### src/hdl/upif_pkg.sv
package upif_pkg;
    // Bus geometry
    localparam int unsigned ADDR_W = 8;
    localparam int unsigned DATA_W = 32;

    // Register byte addresses
    localparam logic [7:0] OFF_PWR   = 8'h00;
    localparam logic [7:0] OFF_IFLAG = 8'h10;
    localparam logic [7:0] OFF_IEN   = 8'h20;
    localparam logic [7:0] OFF_EEN   = 8'h30;
    localparam logic [7:0] OFF_MODE  = 8'h40;

    // Power control field positions
    localparam int unsigned PC_PWR    = 0;
    localparam int unsigned PC_SUSP   = 1;
    localparam int unsigned PC_BUSY   = 3;
    localparam int unsigned PC_GUARD  = 4;
    localparam int unsigned PC_ACTPND = 7;

    // Interrupt flag positions
    localparam int unsigned IF_STALL  = 7;
    localparam int unsigned IF_ATTACH = 6;
    localparam int unsigned IF_RESUME = 5;
    localparam int unsigned IF_IDLE   = 4;
    localparam int unsigned IF_TOKEN  = 3;
    localparam int unsigned IF_SOF    = 2;
    localparam int unsigned IF_ERR    = 1;
    localparam int unsigned IF_RST    = 0;

    // Mode register field positions
    localparam int unsigned MD_DISCH = 0;
    localparam int unsigned MD_HOST  = 1;

    // Reset values
    localparam logic [7:0] RST_BYTE = 8'h00;

    // Bus responses
    localparam logic [1:0] RESP_OKAY   = 2'h0;
    localparam logic [1:0] RESP_SLVERR = 2'h2;

    // Timing, in its own unit, and derived cycle counts
    localparam int unsigned CLK_PERIOD_NS = 100;
    localparam int unsigned K_HOLD_NS     = 2500;
    localparam int unsigned QUIET_NS      = 2500;
    localparam int unsigned IDLE_MS       = 3;
    localparam int unsigned RESUME_CYC =
        (K_HOLD_NS + CLK_PERIOD_NS - 1) / CLK_PERIOD_NS;
    localparam int unsigned QUIET_CYC =
        (QUIET_NS + CLK_PERIOD_NS - 1) / CLK_PERIOD_NS;
    localparam int unsigned IDLE_CYC =
        (IDLE_MS * 1000000 + CLK_PERIOD_NS - 1) / CLK_PERIOD_NS;
    localparam int unsigned DRAIN_CYC = 8;

    // Counter widths
    localparam int unsigned SHORT_W = 5;
    localparam int unsigned IDLE_W  = 15;
    localparam int unsigned DRAIN_W = 4;

    // Power sequencing, Gray along off -> on -> drain; drain -> off flips both bits
    typedef enum logic [1:0] {
        PWR_OFF   = 2'h0,
        PWR_ON    = 2'h1,
        PWR_DRAIN = 2'h3
    } upif_pwr_t;
endpackage

### src/hdl/upif_top.sv
// Functional notes
// - Discharge bit enables VBUS pull-down path
// - Activity pending until resulting interrupt raised
// - Sleep guard blocks sleep on activity
// - Busy while active or still shutting down
// - Suspend gates USB clock, transceiver low-power
// - Power enable turns module on/off
// - Disabled: outputs inactive, pins released, analog off
// - Flags hardware-set, write-one clears them (here not bit 1, the error summary, which tracks enabled errors)
// - Stall flag on STALL handshake
// - Attach flag: host, quiet 2.5 us, not SE0
// - Resume flag after K-state 2.5 us
// - Idle flag after 3 ms idle bus
// - Token-done flag when token processing completes
// - Clearing token-done advances status FIFO
// - Frame-start flag on SOF or threshold (here ev_sof only, no threshold)
// - Error summary set only by enabled errors
// - Bit 0 is bus reset in device mode
// - Bit 0 is detach in host mode
// - Unimplemented bits read as zero
// - Each flag gated by its enable bit
//
// The implementer's own choices: the AXI4-Lite slave port and the address map.
`timescale 1ns/1ps
`default_nettype none

module upif_top #(
    parameter int unsigned IDLE_CYC = upif_pkg::IDLE_CYC
) (
    // Clock, reset, enable
    input  wire logic                        sys_clk,
    input  wire logic                        sys_rst,
    input  wire logic                        clk_en,
    // AXI4-Lite write channels
    input  wire logic [upif_pkg::ADDR_W-1:0] s_axi_awaddr,
    input  wire logic                        s_axi_awvalid,
    output logic                             s_axi_awready,
    input  wire logic [31:0]                 s_axi_wdata,
    input  wire logic [3:0]                  s_axi_wstrb,
    input  wire logic                        s_axi_wvalid,
    output logic                             s_axi_wready,
    output logic [1:0]                       s_axi_bresp,
    output logic                             s_axi_bvalid,
    input  wire logic                        s_axi_bready,
    // AXI4-Lite read channels
    input  wire logic [upif_pkg::ADDR_W-1:0] s_axi_araddr,
    input  wire logic                        s_axi_arvalid,
    output logic                             s_axi_arready,
    output logic [31:0]                      s_axi_rdata,
    output logic [1:0]                       s_axi_rresp,
    output logic                             s_axi_rvalid,
    input  wire logic                        s_axi_rready,
    // Line state pins, asynchronous
    input  wire logic                        line_kstate,
    input  wire logic                        line_idle,
    input  wire logic                        line_se0,
    // Protocol engine event pulses, same clock
    input  wire logic                        ev_stall,
    input  wire logic                        ev_attach,
    input  wire logic                        ev_token_done,
    input  wire logic                        ev_sof,
    input  wire logic                        ev_bus_reset,
    input  wire logic                        ev_detach,
    input  wire logic [7:0]                  err_status,
    // Power and pin control
    output logic                             vbus_discharge,
    output logic                             usb_clk_gate_en,
    output logic                             xcvr_low_power,
    output logic                             usb_out_en,
    output logic                             pins_to_usb,
    output logic                             analog_en,
    output logic                             sleep_block,
    output logic                             stat_fifo_adv,
    output logic                             usb_irq
);

    ////////////////////////////////////////////////////////////////////////
    typedef struct packed {
        logic                           awrdy;
        logic                           wrdy;
        logic                           aw_got;
        logic                           w_got;
        logic [upif_pkg::ADDR_W-1:0]    awaddr;
        logic [7:0]                     wbyte;
        logic                           wlane;
        logic                           bvalid;
        logic [1:0]                     bresp;
        logic                           arrdy;
        logic                           rvalid;
        logic [1:0]                     rresp;
        logic [7:0]                     rbyte;
        logic [7:0]                     pwr;
        logic [7:0]                     flags;
        logic [7:0]                     ien;
        logic [7:0]                     een;
        logic [7:0]                     mode;
        upif_pkg::upif_pwr_t            pst;
        logic [upif_pkg::DRAIN_W-1:0]   drain;
        logic [2:0]                     k_sy;
        logic [2:0]                     i_sy;
        logic [2:0]                     s_sy;
        logic                           k_f;
        logic                           idle_f;
        logic                           se0_f;
        logic [upif_pkg::SHORT_W-1:0]   k_cnt;
        logic [upif_pkg::SHORT_W-1:0]   quiet;
        logic [upif_pkg::IDLE_W-1:0]    idle_cnt;
        logic                           act_pnd;
        logic                           disch;
        logic                           clk_gate;
        logic                           lowpwr;
        logic                           out_en;
        logic                           sleep_blk;
        logic                           fifo_adv;
        logic                           irq;
    } upif_st_t;

    ////////////////////////////////////////////////////////////////////////
    // Byte lane 0 merge, shared by the PWR, IEN, EEN and MODE registers
    function automatic logic [7:0] merge_lane(input logic [7:0] old_v,
                                              input logic [7:0] new_v,
                                              input logic [7:0] wmask,
                                              input logic       lane);
        merge_lane = lane ? ((old_v & ~wmask) | (new_v & wmask)) : old_v;
    endfunction

    // Filtered level follows only once the last two stages agree
    function automatic logic filt(input logic [2:0] sy, input logic cur);
        filt = (sy[1] == sy[2]) ? sy[2] : cur;
    endfunction

    ////////////////////////////////////////////////////////////////////////
    upif_st_t st_r;
    upif_st_t st_nxt;
    logic     do_wr;
    logic     do_rd;
    logic [7:0] setv;
    logic [7:0] clrv;
    logic       pwr_on;
    logic       host;

    // Next-state logic for the whole block
    always_comb begin
        st_nxt = st_r;
        pwr_on = (st_r.pst == upif_pkg::PWR_ON);
        host   = st_r.mode[upif_pkg::MD_HOST];

        // Pin synchronisers, first stage feeds only the second
        st_nxt.k_sy   = {st_r.k_sy[1:0], line_kstate};
        st_nxt.i_sy   = {st_r.i_sy[1:0], line_idle};
        st_nxt.s_sy   = {st_r.s_sy[1:0], line_se0};
        st_nxt.k_f    = filt(st_r.k_sy, st_r.k_f);
        st_nxt.idle_f = filt(st_r.i_sy, st_r.idle_f);
        st_nxt.se0_f  = filt(st_r.s_sy, st_r.se0_f);

        // Line timers saturate so each condition fires once per episode
        st_nxt.k_cnt = (st_r.k_f && st_r.k_cnt != upif_pkg::SHORT_W'(upif_pkg::RESUME_CYC))
                     ? st_r.k_cnt + 1'b1 : (st_r.k_f ? st_r.k_cnt : '0);
        st_nxt.quiet = (st_r.idle_f && st_r.quiet != upif_pkg::SHORT_W'(upif_pkg::QUIET_CYC))
                     ? st_r.quiet + 1'b1 : (st_r.idle_f ? st_r.quiet : '0);
        st_nxt.idle_cnt = (st_r.idle_f && st_r.idle_cnt != upif_pkg::IDLE_W'(IDLE_CYC))
                        ? st_r.idle_cnt + 1'b1 : (st_r.idle_f ? st_r.idle_cnt : '0);

        // Hardware set events, only while the module runs
        setv = '0;
        setv[upif_pkg::IF_STALL]  = ev_stall;
        setv[upif_pkg::IF_ATTACH] = ev_attach && host && !st_r.se0_f
            && st_r.quiet == upif_pkg::SHORT_W'(upif_pkg::QUIET_CYC);
        setv[upif_pkg::IF_RESUME] = st_r.k_f
            && st_r.k_cnt == upif_pkg::SHORT_W'(upif_pkg::RESUME_CYC - 1);
        setv[upif_pkg::IF_IDLE]   = st_r.idle_f
            && st_r.idle_cnt == upif_pkg::IDLE_W'(IDLE_CYC - 1);
        setv[upif_pkg::IF_TOKEN]  = ev_token_done;
        setv[upif_pkg::IF_SOF]    = ev_sof;
        setv[upif_pkg::IF_RST]    = host ? ev_detach : ev_bus_reset;
        setv = pwr_on ? setv : 8'h00;

        // AXI write: address and data taken in either order
        do_wr = st_r.aw_got && st_r.w_got && !st_r.bvalid;
        if (s_axi_awvalid && st_r.awrdy) begin
            st_nxt.aw_got = 1'b1;
            st_nxt.awaddr = s_axi_awaddr;
        end
        if (s_axi_wvalid && st_r.wrdy) begin
            st_nxt.w_got = 1'b1;
            st_nxt.wbyte = s_axi_wdata[7:0];
            st_nxt.wlane = s_axi_wstrb[0];
        end
        if (st_r.bvalid && s_axi_bready) begin
            st_nxt.bvalid = 1'b0;
        end

        // Register writes; unknown offsets answer SLVERR
        clrv = '0;
        if (do_wr) begin
            st_nxt.aw_got = 1'b0;
            st_nxt.w_got  = 1'b0;
            st_nxt.bvalid = 1'b1;
            st_nxt.bresp  = upif_pkg::RESP_OKAY;
            case (st_r.awaddr)
                upif_pkg::OFF_PWR:
                    st_nxt.pwr = merge_lane(st_r.pwr, st_r.wbyte, 8'h13, st_r.wlane);
                upif_pkg::OFF_IFLAG:
                    clrv = st_r.wlane ? (st_r.wbyte & 8'hFD) : 8'h00;
                upif_pkg::OFF_IEN:
                    st_nxt.ien = merge_lane(st_r.ien, st_r.wbyte, 8'hFF, st_r.wlane);
                upif_pkg::OFF_EEN:
                    st_nxt.een = merge_lane(st_r.een, st_r.wbyte, 8'hFF, st_r.wlane);
                upif_pkg::OFF_MODE:
                    st_nxt.mode = merge_lane(st_r.mode, st_r.wbyte, 8'h03, st_r.wlane);
                default:
                    st_nxt.bresp = upif_pkg::RESP_SLVERR;
            endcase
        end

        // Set wins over a clear landing in the same cycle
        st_nxt.flags = (st_r.flags & ~clrv) | setv;
        st_nxt.flags[upif_pkg::IF_ERR] = pwr_on && |(err_status & st_r.een);
        st_nxt.fifo_adv = clrv[upif_pkg::IF_TOKEN];

        // Activity pending until a hardware set event lands on any flag other than the error summary
        st_nxt.act_pnd = (pwr_on && st_r.idle_f && !st_nxt.idle_f)
                       || (st_r.act_pnd && setv == 8'h00);

        // Power sequencing: drain period keeps busy after switch-off
        case (st_r.pst)
            upif_pkg::PWR_OFF: begin
                if (st_r.pwr[upif_pkg::PC_PWR]) begin
                    st_nxt.pst = upif_pkg::PWR_ON;
                end
            end
            upif_pkg::PWR_ON: begin
                if (!st_r.pwr[upif_pkg::PC_PWR]) begin
                    st_nxt.pst   = upif_pkg::PWR_DRAIN;
                    st_nxt.drain = upif_pkg::DRAIN_W'(upif_pkg::DRAIN_CYC - 1);
                end
            end
            upif_pkg::PWR_DRAIN: begin
                if (st_r.drain == '0) begin
                    st_nxt.pst = upif_pkg::PWR_OFF;
                end else begin
                    st_nxt.drain = st_r.drain - 1'b1;
                end
            end
            default: st_nxt.pst = upif_pkg::PWR_OFF;
        endcase
        st_nxt.pwr[upif_pkg::PC_BUSY]   = (st_nxt.pst != upif_pkg::PWR_OFF);
        st_nxt.pwr[upif_pkg::PC_ACTPND] = st_nxt.act_pnd;

        // Pin side controls
        st_nxt.disch    = st_nxt.mode[upif_pkg::MD_DISCH];
        st_nxt.out_en   = (st_nxt.pst == upif_pkg::PWR_ON);
        st_nxt.clk_gate = st_nxt.out_en && !st_nxt.pwr[upif_pkg::PC_SUSP];
        st_nxt.lowpwr   = !st_nxt.out_en || st_nxt.pwr[upif_pkg::PC_SUSP];
        st_nxt.irq      = |(st_nxt.flags & st_nxt.ien);
        st_nxt.sleep_blk = st_nxt.pwr[upif_pkg::PC_GUARD]
            && (!st_nxt.idle_f || st_nxt.act_pnd || st_nxt.irq);

        // AXI read, upper bits always zero
        do_rd = s_axi_arvalid && st_r.arrdy;
        if (st_r.rvalid && s_axi_rready) begin
            st_nxt.rvalid = 1'b0;
        end
        if (do_rd) begin
            st_nxt.rvalid = 1'b1;
            st_nxt.rresp  = upif_pkg::RESP_OKAY;
            case (s_axi_araddr)
                upif_pkg::OFF_PWR:   st_nxt.rbyte = st_r.pwr & 8'h9B;
                upif_pkg::OFF_IFLAG: st_nxt.rbyte = st_r.flags;
                upif_pkg::OFF_IEN:   st_nxt.rbyte = st_r.ien;
                upif_pkg::OFF_EEN:   st_nxt.rbyte = st_r.een;
                upif_pkg::OFF_MODE:  st_nxt.rbyte = st_r.mode;
                default: begin
                    st_nxt.rbyte = 8'h00;
                    st_nxt.rresp = upif_pkg::RESP_SLVERR;
                end
            endcase
        end

        // Ready only while the channel's slot is free
        st_nxt.awrdy = !st_nxt.aw_got && !st_nxt.bvalid;
        st_nxt.wrdy  = !st_nxt.w_got && !st_nxt.bvalid;
        st_nxt.arrdy = !st_nxt.rvalid;
    end

    // State register; clock enable freezes everything
    always_ff @(posedge sys_clk or posedge sys_rst) begin
        if (sys_rst) begin
            st_r <= '0;
        end else if (clk_en) begin
            st_r <= st_nxt;
        end
    end

    ////////////////////////////////////////////////////////////////////////
    // Outputs straight from the state register
    assign s_axi_awready   = st_r.awrdy;
    assign s_axi_wready    = st_r.wrdy;
    assign s_axi_bvalid    = st_r.bvalid;
    assign s_axi_bresp     = st_r.bresp;
    assign s_axi_arready   = st_r.arrdy;
    assign s_axi_rvalid    = st_r.rvalid;
    assign s_axi_rresp     = st_r.rresp;
    assign s_axi_rdata     = {24'h000000, st_r.rbyte};
    assign vbus_discharge  = st_r.disch;
    assign usb_clk_gate_en = st_r.clk_gate;
    assign xcvr_low_power  = st_r.lowpwr;
    assign usb_out_en      = st_r.out_en;
    assign pins_to_usb     = st_r.out_en;
    assign analog_en       = st_r.out_en;
    assign sleep_block     = st_r.sleep_blk;
    assign stat_fifo_adv   = st_r.fifo_adv;
    assign usb_irq         = st_r.irq;
endmodule // upif_top

`default_nettype wire

### config.mk
export PLATFORM = sky130hd
export DESIGN_NAME = upif_top
export DESIGN_NICKNAME = d
export VERILOG_FILES = /design/src/hdl/upif_pkg.sv /design/src/hdl/upif_top.sv
export SDC_FILE = /design/constraint.sdc
export NUM_CORES = 1
export LEC_CHECK = 0
export BUFFER_PORTS_ARGS = -buffer_cell sky130_fd_sc_hd__buf_2
export CAP_MARGIN = 20
export CORE_ASPECT_RATIO = 2
export CORE_UTILIZATION = 30
export DETAILED_ROUTE_END_ITERATION = 16
export GPL_TIMING_DRIVEN = 0
export PLACE_DENSITY = 0.46
export RECOVER_POWER = 100
export SLEW_MARGIN = 20
export SYNTH_ARGS = -nofsm -noshare
export SYNTH_HDL_FRONTEND = slang
export SYNTH_SLANG_ARGS = --single-unit
export TNS_END_PERCENT = 1
### constraint.sdc
create_clock -name sys_clk -period 4.7 [get_ports sys_clk]
set_clock_uncertainty 0.1 [all_clocks]
set_input_delay 0.47 -clock sys_clk [delete_from_list [all_inputs] [get_ports sys_clk]]
set_output_delay 0.47 -clock sys_clk [all_outputs]
set_load 0.05 [all_outputs]
; Yosys cells after proc, flatten, opt, wreduce, memory -nomap -nowiden
; Cells that the tools add are included.
[totals]
ff_bits = 126
wordCells = 172
[op_classes]
addsub = 4
n_eq_ne = 25
muxes = 38
n_bitwise = 7
n_reduce_logical = 60
[op_table]
columns = op, n
row1 = 8-bit 2-to-1 mux, 10
row2 = 8-bit case mux with 5 select lines, 1
row3 = 5-bit 2-to-1 mux, 7
row4 = "8-bit by 6-bit equality test with 1-bit output, second input constant", 4
row5 = 15-bit 2-to-1 mux, 2
row6 = 8-bit bitwise AND, 3
row7 = 8-bit zero test, 3
row8 = 24-bit 2-to-1 mux, 1
row9 = 1-bit logical AND, 23
row10 = 2-bit AND reduction, 9
row11 = "8-bit by 5-bit equality test with 1-bit output, second input constant", 2
row12 = "8-bit by 7-bit equality test with 1-bit output, second input constant", 2
row13 = 4-bit AND reduction, 4
row14 = 8-bit OR reduction, 2
row15 = "15-bit by 1-bit adder with 15-bit output, second input constant", 1
row16 = "15-bit equality test, second input constant", 1
row17 = "15-bit inequality test, second input constant", 1
row18 = 11-bit 2-to-1 mux, 1
row19 = "5-bit by 1-bit adder with 5-bit output, second input constant", 2
row20 = "5-bit equality test, second input constant", 2
row21 = 2-bit 2-to-1 mux, 5
row22 = "5-bit inequality test, second input constant", 2
row23 = 5-bit OR reduction, 2
row24 = 1-bit zero test, 9
row25 = 20 further kinds, 35

; Logic depth before layout (Yosys ltp)
[logic_depth]
word_depth = 10
depth_mapped = 9
mapped_depth_nobuf = 8

; Least setup slack after synthesis
; No wires, ideal clock.
[synth_timing]
path_kind = reg2reg
from = register st_r[118] in the netlist's numbering
to = register st_r, in the netlist sleep_block
arrival_time_ps = 2583
required_ps = 4450
path_slack_ps = 1867
path_stages_with_launch = 8
n_path_buf = 1
synth_period_minus_slack_ps = 2833
path_cell_list = dfrtp_1 or4b_1 buf_2 nor4_4 mux2_1 a222oi_1 nor4b_2 a41oi_1
[synth_between]
elab_chain_len = 10
elab_cells_between_ends = 16
[synth_lines]
columns = element, line_no
row1 = "start, declared", upif_top.sv:133  ; upif_st_t st_r;
row2 = "start signal, assigned", upif_top.sv:291  ; st_r <= st_nxt;
row3 = 8-bit by 5-bit equality test with 1-bit output, upif_top.sv:200  ; case (st_r.awaddr)
row4 = 8-bit 2-to-1 mux, upif_top.sv:200
row5 = 8-bit 2-to-1 mux, upif_top.sv:195  ; if (do_wr) begin
row6 = 8-bit inverter, upif_top.sv:217  ; st_nxt.flags = (st_r.flags & ~clrv) | setv;
row7 = 8-bit bitwise AND, upif_top.sv:217
row8 = 8-bit bitwise OR, upif_top.sv:217
row9 = 8-bit bitwise AND, upif_top.sv:255  ; st_nxt.irq = |(st_nxt.flags & st_nxt.ien);
row10 = 8-bit OR reduction, upif_top.sv:255
row11 = 1-bit logical OR, upif_top.sv:257  ; && (!st_nxt.idle_f || st_nxt.act_pnd || st_nxt.irq);
row12 = 1-bit logical AND (*), upif_top.sv:257
; Every way passes the cells marked *; elsewhere a longest branch is shown, timed or not.
; A chain may end at the register's enable or synchronous reset.

; Final worst setup path
; Same ends and word-level chain as after synthesis.

==> qor.yml <==
sta:
  max_clock_freq_ghz: 0.269
  period_needed_ns: 3.71
  finalSetupViolCount: 0
  hold_ws_ns: 0.163
  relSlewSlack_pct: -83.1
  worstMarginPinSlew_ns: 2.73
  hold_viol_final: 0
  period_share_pct: 79.0
  rsz0062_at_grt: "no"
  maxSlewViolCount: 72
run_status:
  violations: "max-capacitance violations, max-slew violations"
  status: "complete, but fails checks"
cts:
  insertion_delay_ns: 0.42
  clk_pin_slew_ns: 0.06
  ctsResizeCount: 0
  cts_tree: "done"
  post-cts-setup-buffer-count: 0
  cts_sinks: 114
  ctsHoldBuffers: 0
  h-tree-depth: 4
  cts_root_buf: "clkbuf_16"
  clk_path_buf_depth: 2
  cts_buffers: 17
final_layout:
  largest_register_ffs: 86
  design_area_um2: 7300
  layout_common_cells: "dfrtp_1, nand2_1, clkbuf_1, mux2_1, buf_2"
  nets: 780
  drive_gt1_share_pct: 19.1
  layoutNonFillerInstCount: 967
  area_delta_synth_final_pct: 22.3
  regMostFlops: "st_r"
  diodes: 0
  final_common_cell: "dfrtp_1"
  utilization_pct: 37.5
synthesis:
  async_flop_share_pct: 100
  synth_top_area_share_pct: 47.8
  seq_area_frac_synth_pct: 47.8
  synth-main-ff-cell: "dfrtp_1"
  netlist_area_um2: 5970
  netlist_top_cells_area: "dfrtp_1, mux2_1, buf_4"
  synthCells: 579
  avgSynthCellArea_um2: 10.3
  synth-edff-count: 0
  synth.distinct_cells: 58
  yosys.area.top_type: "dfrtp_1"
  ys_warn_count: 0
  synth-seq-cells: 114
setup_path:
  endpoint_kind: "flip-flop"
  rrSetupSlack_ns: 0.99
  cp.required_ns: 4.85
  reg2reg_to: "sleep_block"
  crit_path_max_fanout: 8
  worstSetupPathType: "flip-flop to flip-flop"
  r2r_cells: 7
  setup.worst_path.start_class: "flip-flop"
  arrival_ns: 3.87
  r2r-start: "st_r[118]"
die:
  die-area_um2: 20500
  start_util_pct: 30.7
  fp.coreArea_um2: 19500
  fp.dieW_um: 102
  dieHeight_um: 202
  io_pins: 127
  row_count: 72
route:
  viasPerCell: 4.88
  num_vias: 4722
  drc_errors: 0
  drt_wl_total_mm: 16.6
  wl_per_cell_um: 17.2
  drt_iter0_markers: 201
  ant_nets: 0
  first_pass_iters: 6
placed_design:
  dp_hpwl_mm: 12.6
  gp_congestion: 0.778
  placed_cell_area_um2: 6780
  dp.cells: 935
  io_buffers: 71
grt:
  grt-ovfl-total: 0
  grt_pass1_vias: 4888
  track_usage_pct: 17.5
  grt_max_degree: 63
  grt_pass1_wl_mm: 26.4
  antenna_found_initial: 0
min_path:
  hold_end: "st_r[118]"
  hold_path_class: "input port to flip-flop"
  hold-path-cell-count: 2
  worstHoldStart: "s_axi_awaddr[3]"
job:
  maxCapViolCount: 2
power:
  p_per_area_nw_per_um2: 483
  peakVddDrop_mv: 0.300
  power_mw: 3.52
  p_leak_nw: 3.25
metal layers:
| layer | GRT usage, % | share of wire (%) |
|---|---|---|
| met1 | 18.0 | 36 |
| met2 | 32.4 | 56 |
| met3 | 3.72 | 4.0 |
| met4 | 8.13 | 3.2 |
| met5 | 0 | 0 |
layout make-up:
type / instances / area, um2
buffer: 61 / 372
clock buffer: 21 / 460
clock inverter: 11 / 135
fill: 2023 / 12200
inverter: 26 / 98.8
multi-input combinational: 403 / 2730
sequential: 114 / 2850
tap: 259 / 324
timing repair buffer: 72 / 329
critical path, cell delays in order, from the launching register on:
cell and delay, ns:
dfrtp_1 0.40, or4b_1 0.52, clkbuf_1 0.20, nor4_2 0.98
mux2_2 0.43, a222oi_1 0.30, nor4b_2 0.42, a41oi_1 0.19
metrics by stage:
stage                     TNS, ns  setup WS [ns]
final                           0          0.987
after global routing            0          0.644
after CTS                       0           1.33
after detailed placement        0           1.34
after global placement     -37.74         -0.347
after floorplan                 0           1.11
cell usage after synthesis (5+ instances only):
| library cell | n |
|---|---|
| dfrtp_1 | 114 |
| nand2_1 | 69 |
| mux2_1 | 50 |
| buf_4 | 38 |
| o21ai_1 | 28 |
| nor2_1 | 25 |
| inv_1 | 24 |
| a21oi_1 | 21 |
| clkbuf_1 | 20 |
| nand3_1 | 15 |
| a22oi_1 | 14 |
| mux2_2 | 9 |
| ha_1 | 8 |
| nand4_1 | 8 |
| o21ai_0 | 8 |
| o22ai_1 | 8 |
| nor2b_1 | 7 |
| o31ai_1 | 7 |
| or3_1 | 7 |
| mux2i_1 | 6 |
| nand2b_1 | 6 |
| nand3b_1 | 6 |
| nor4_1 | 6 |
| or4_1 | 6 |
| xor2_1 | 6 |
| and3_1 | 5 |
| mux4_2 | 5 |
| nor3_1 | 5 |
logic make-up after synthesis:
kind of cell,share of synthesized area (%)
other,0.0628
DFF,47.8
AOI/OAI and AO/OA,11.2
buffers and inverters,7.88
adders and majority gates,1.84
muxes,14.0
and+or+nand+nor,16.3
xor gates and xnor gates,0.880
report_power, final:
| part | switching, mW | internal [mW] |
|---|---|---|
| registers | 0.243 | 1.18 |
| logic | 0.495 | 0.292 |
| clock network | 0.458 | 0.854 |
worst max-delay path by stage:
stage	start	end	slack [ns]	cells after the start
global placement	sys_rst	s_axi_rvalid	-0.35	2
floorplan	sys_rst	analog_en	1.11	1
detailed placement	st_r[118]	sleep_block	1.34	7
CTS	st_r[118]	sleep_block	1.33	7
global route	st_r[118]	sleep_block	0.64	7
finish	st_r[118]	sleep_block	0.99	7
Power figures use the tool's default switching activity.
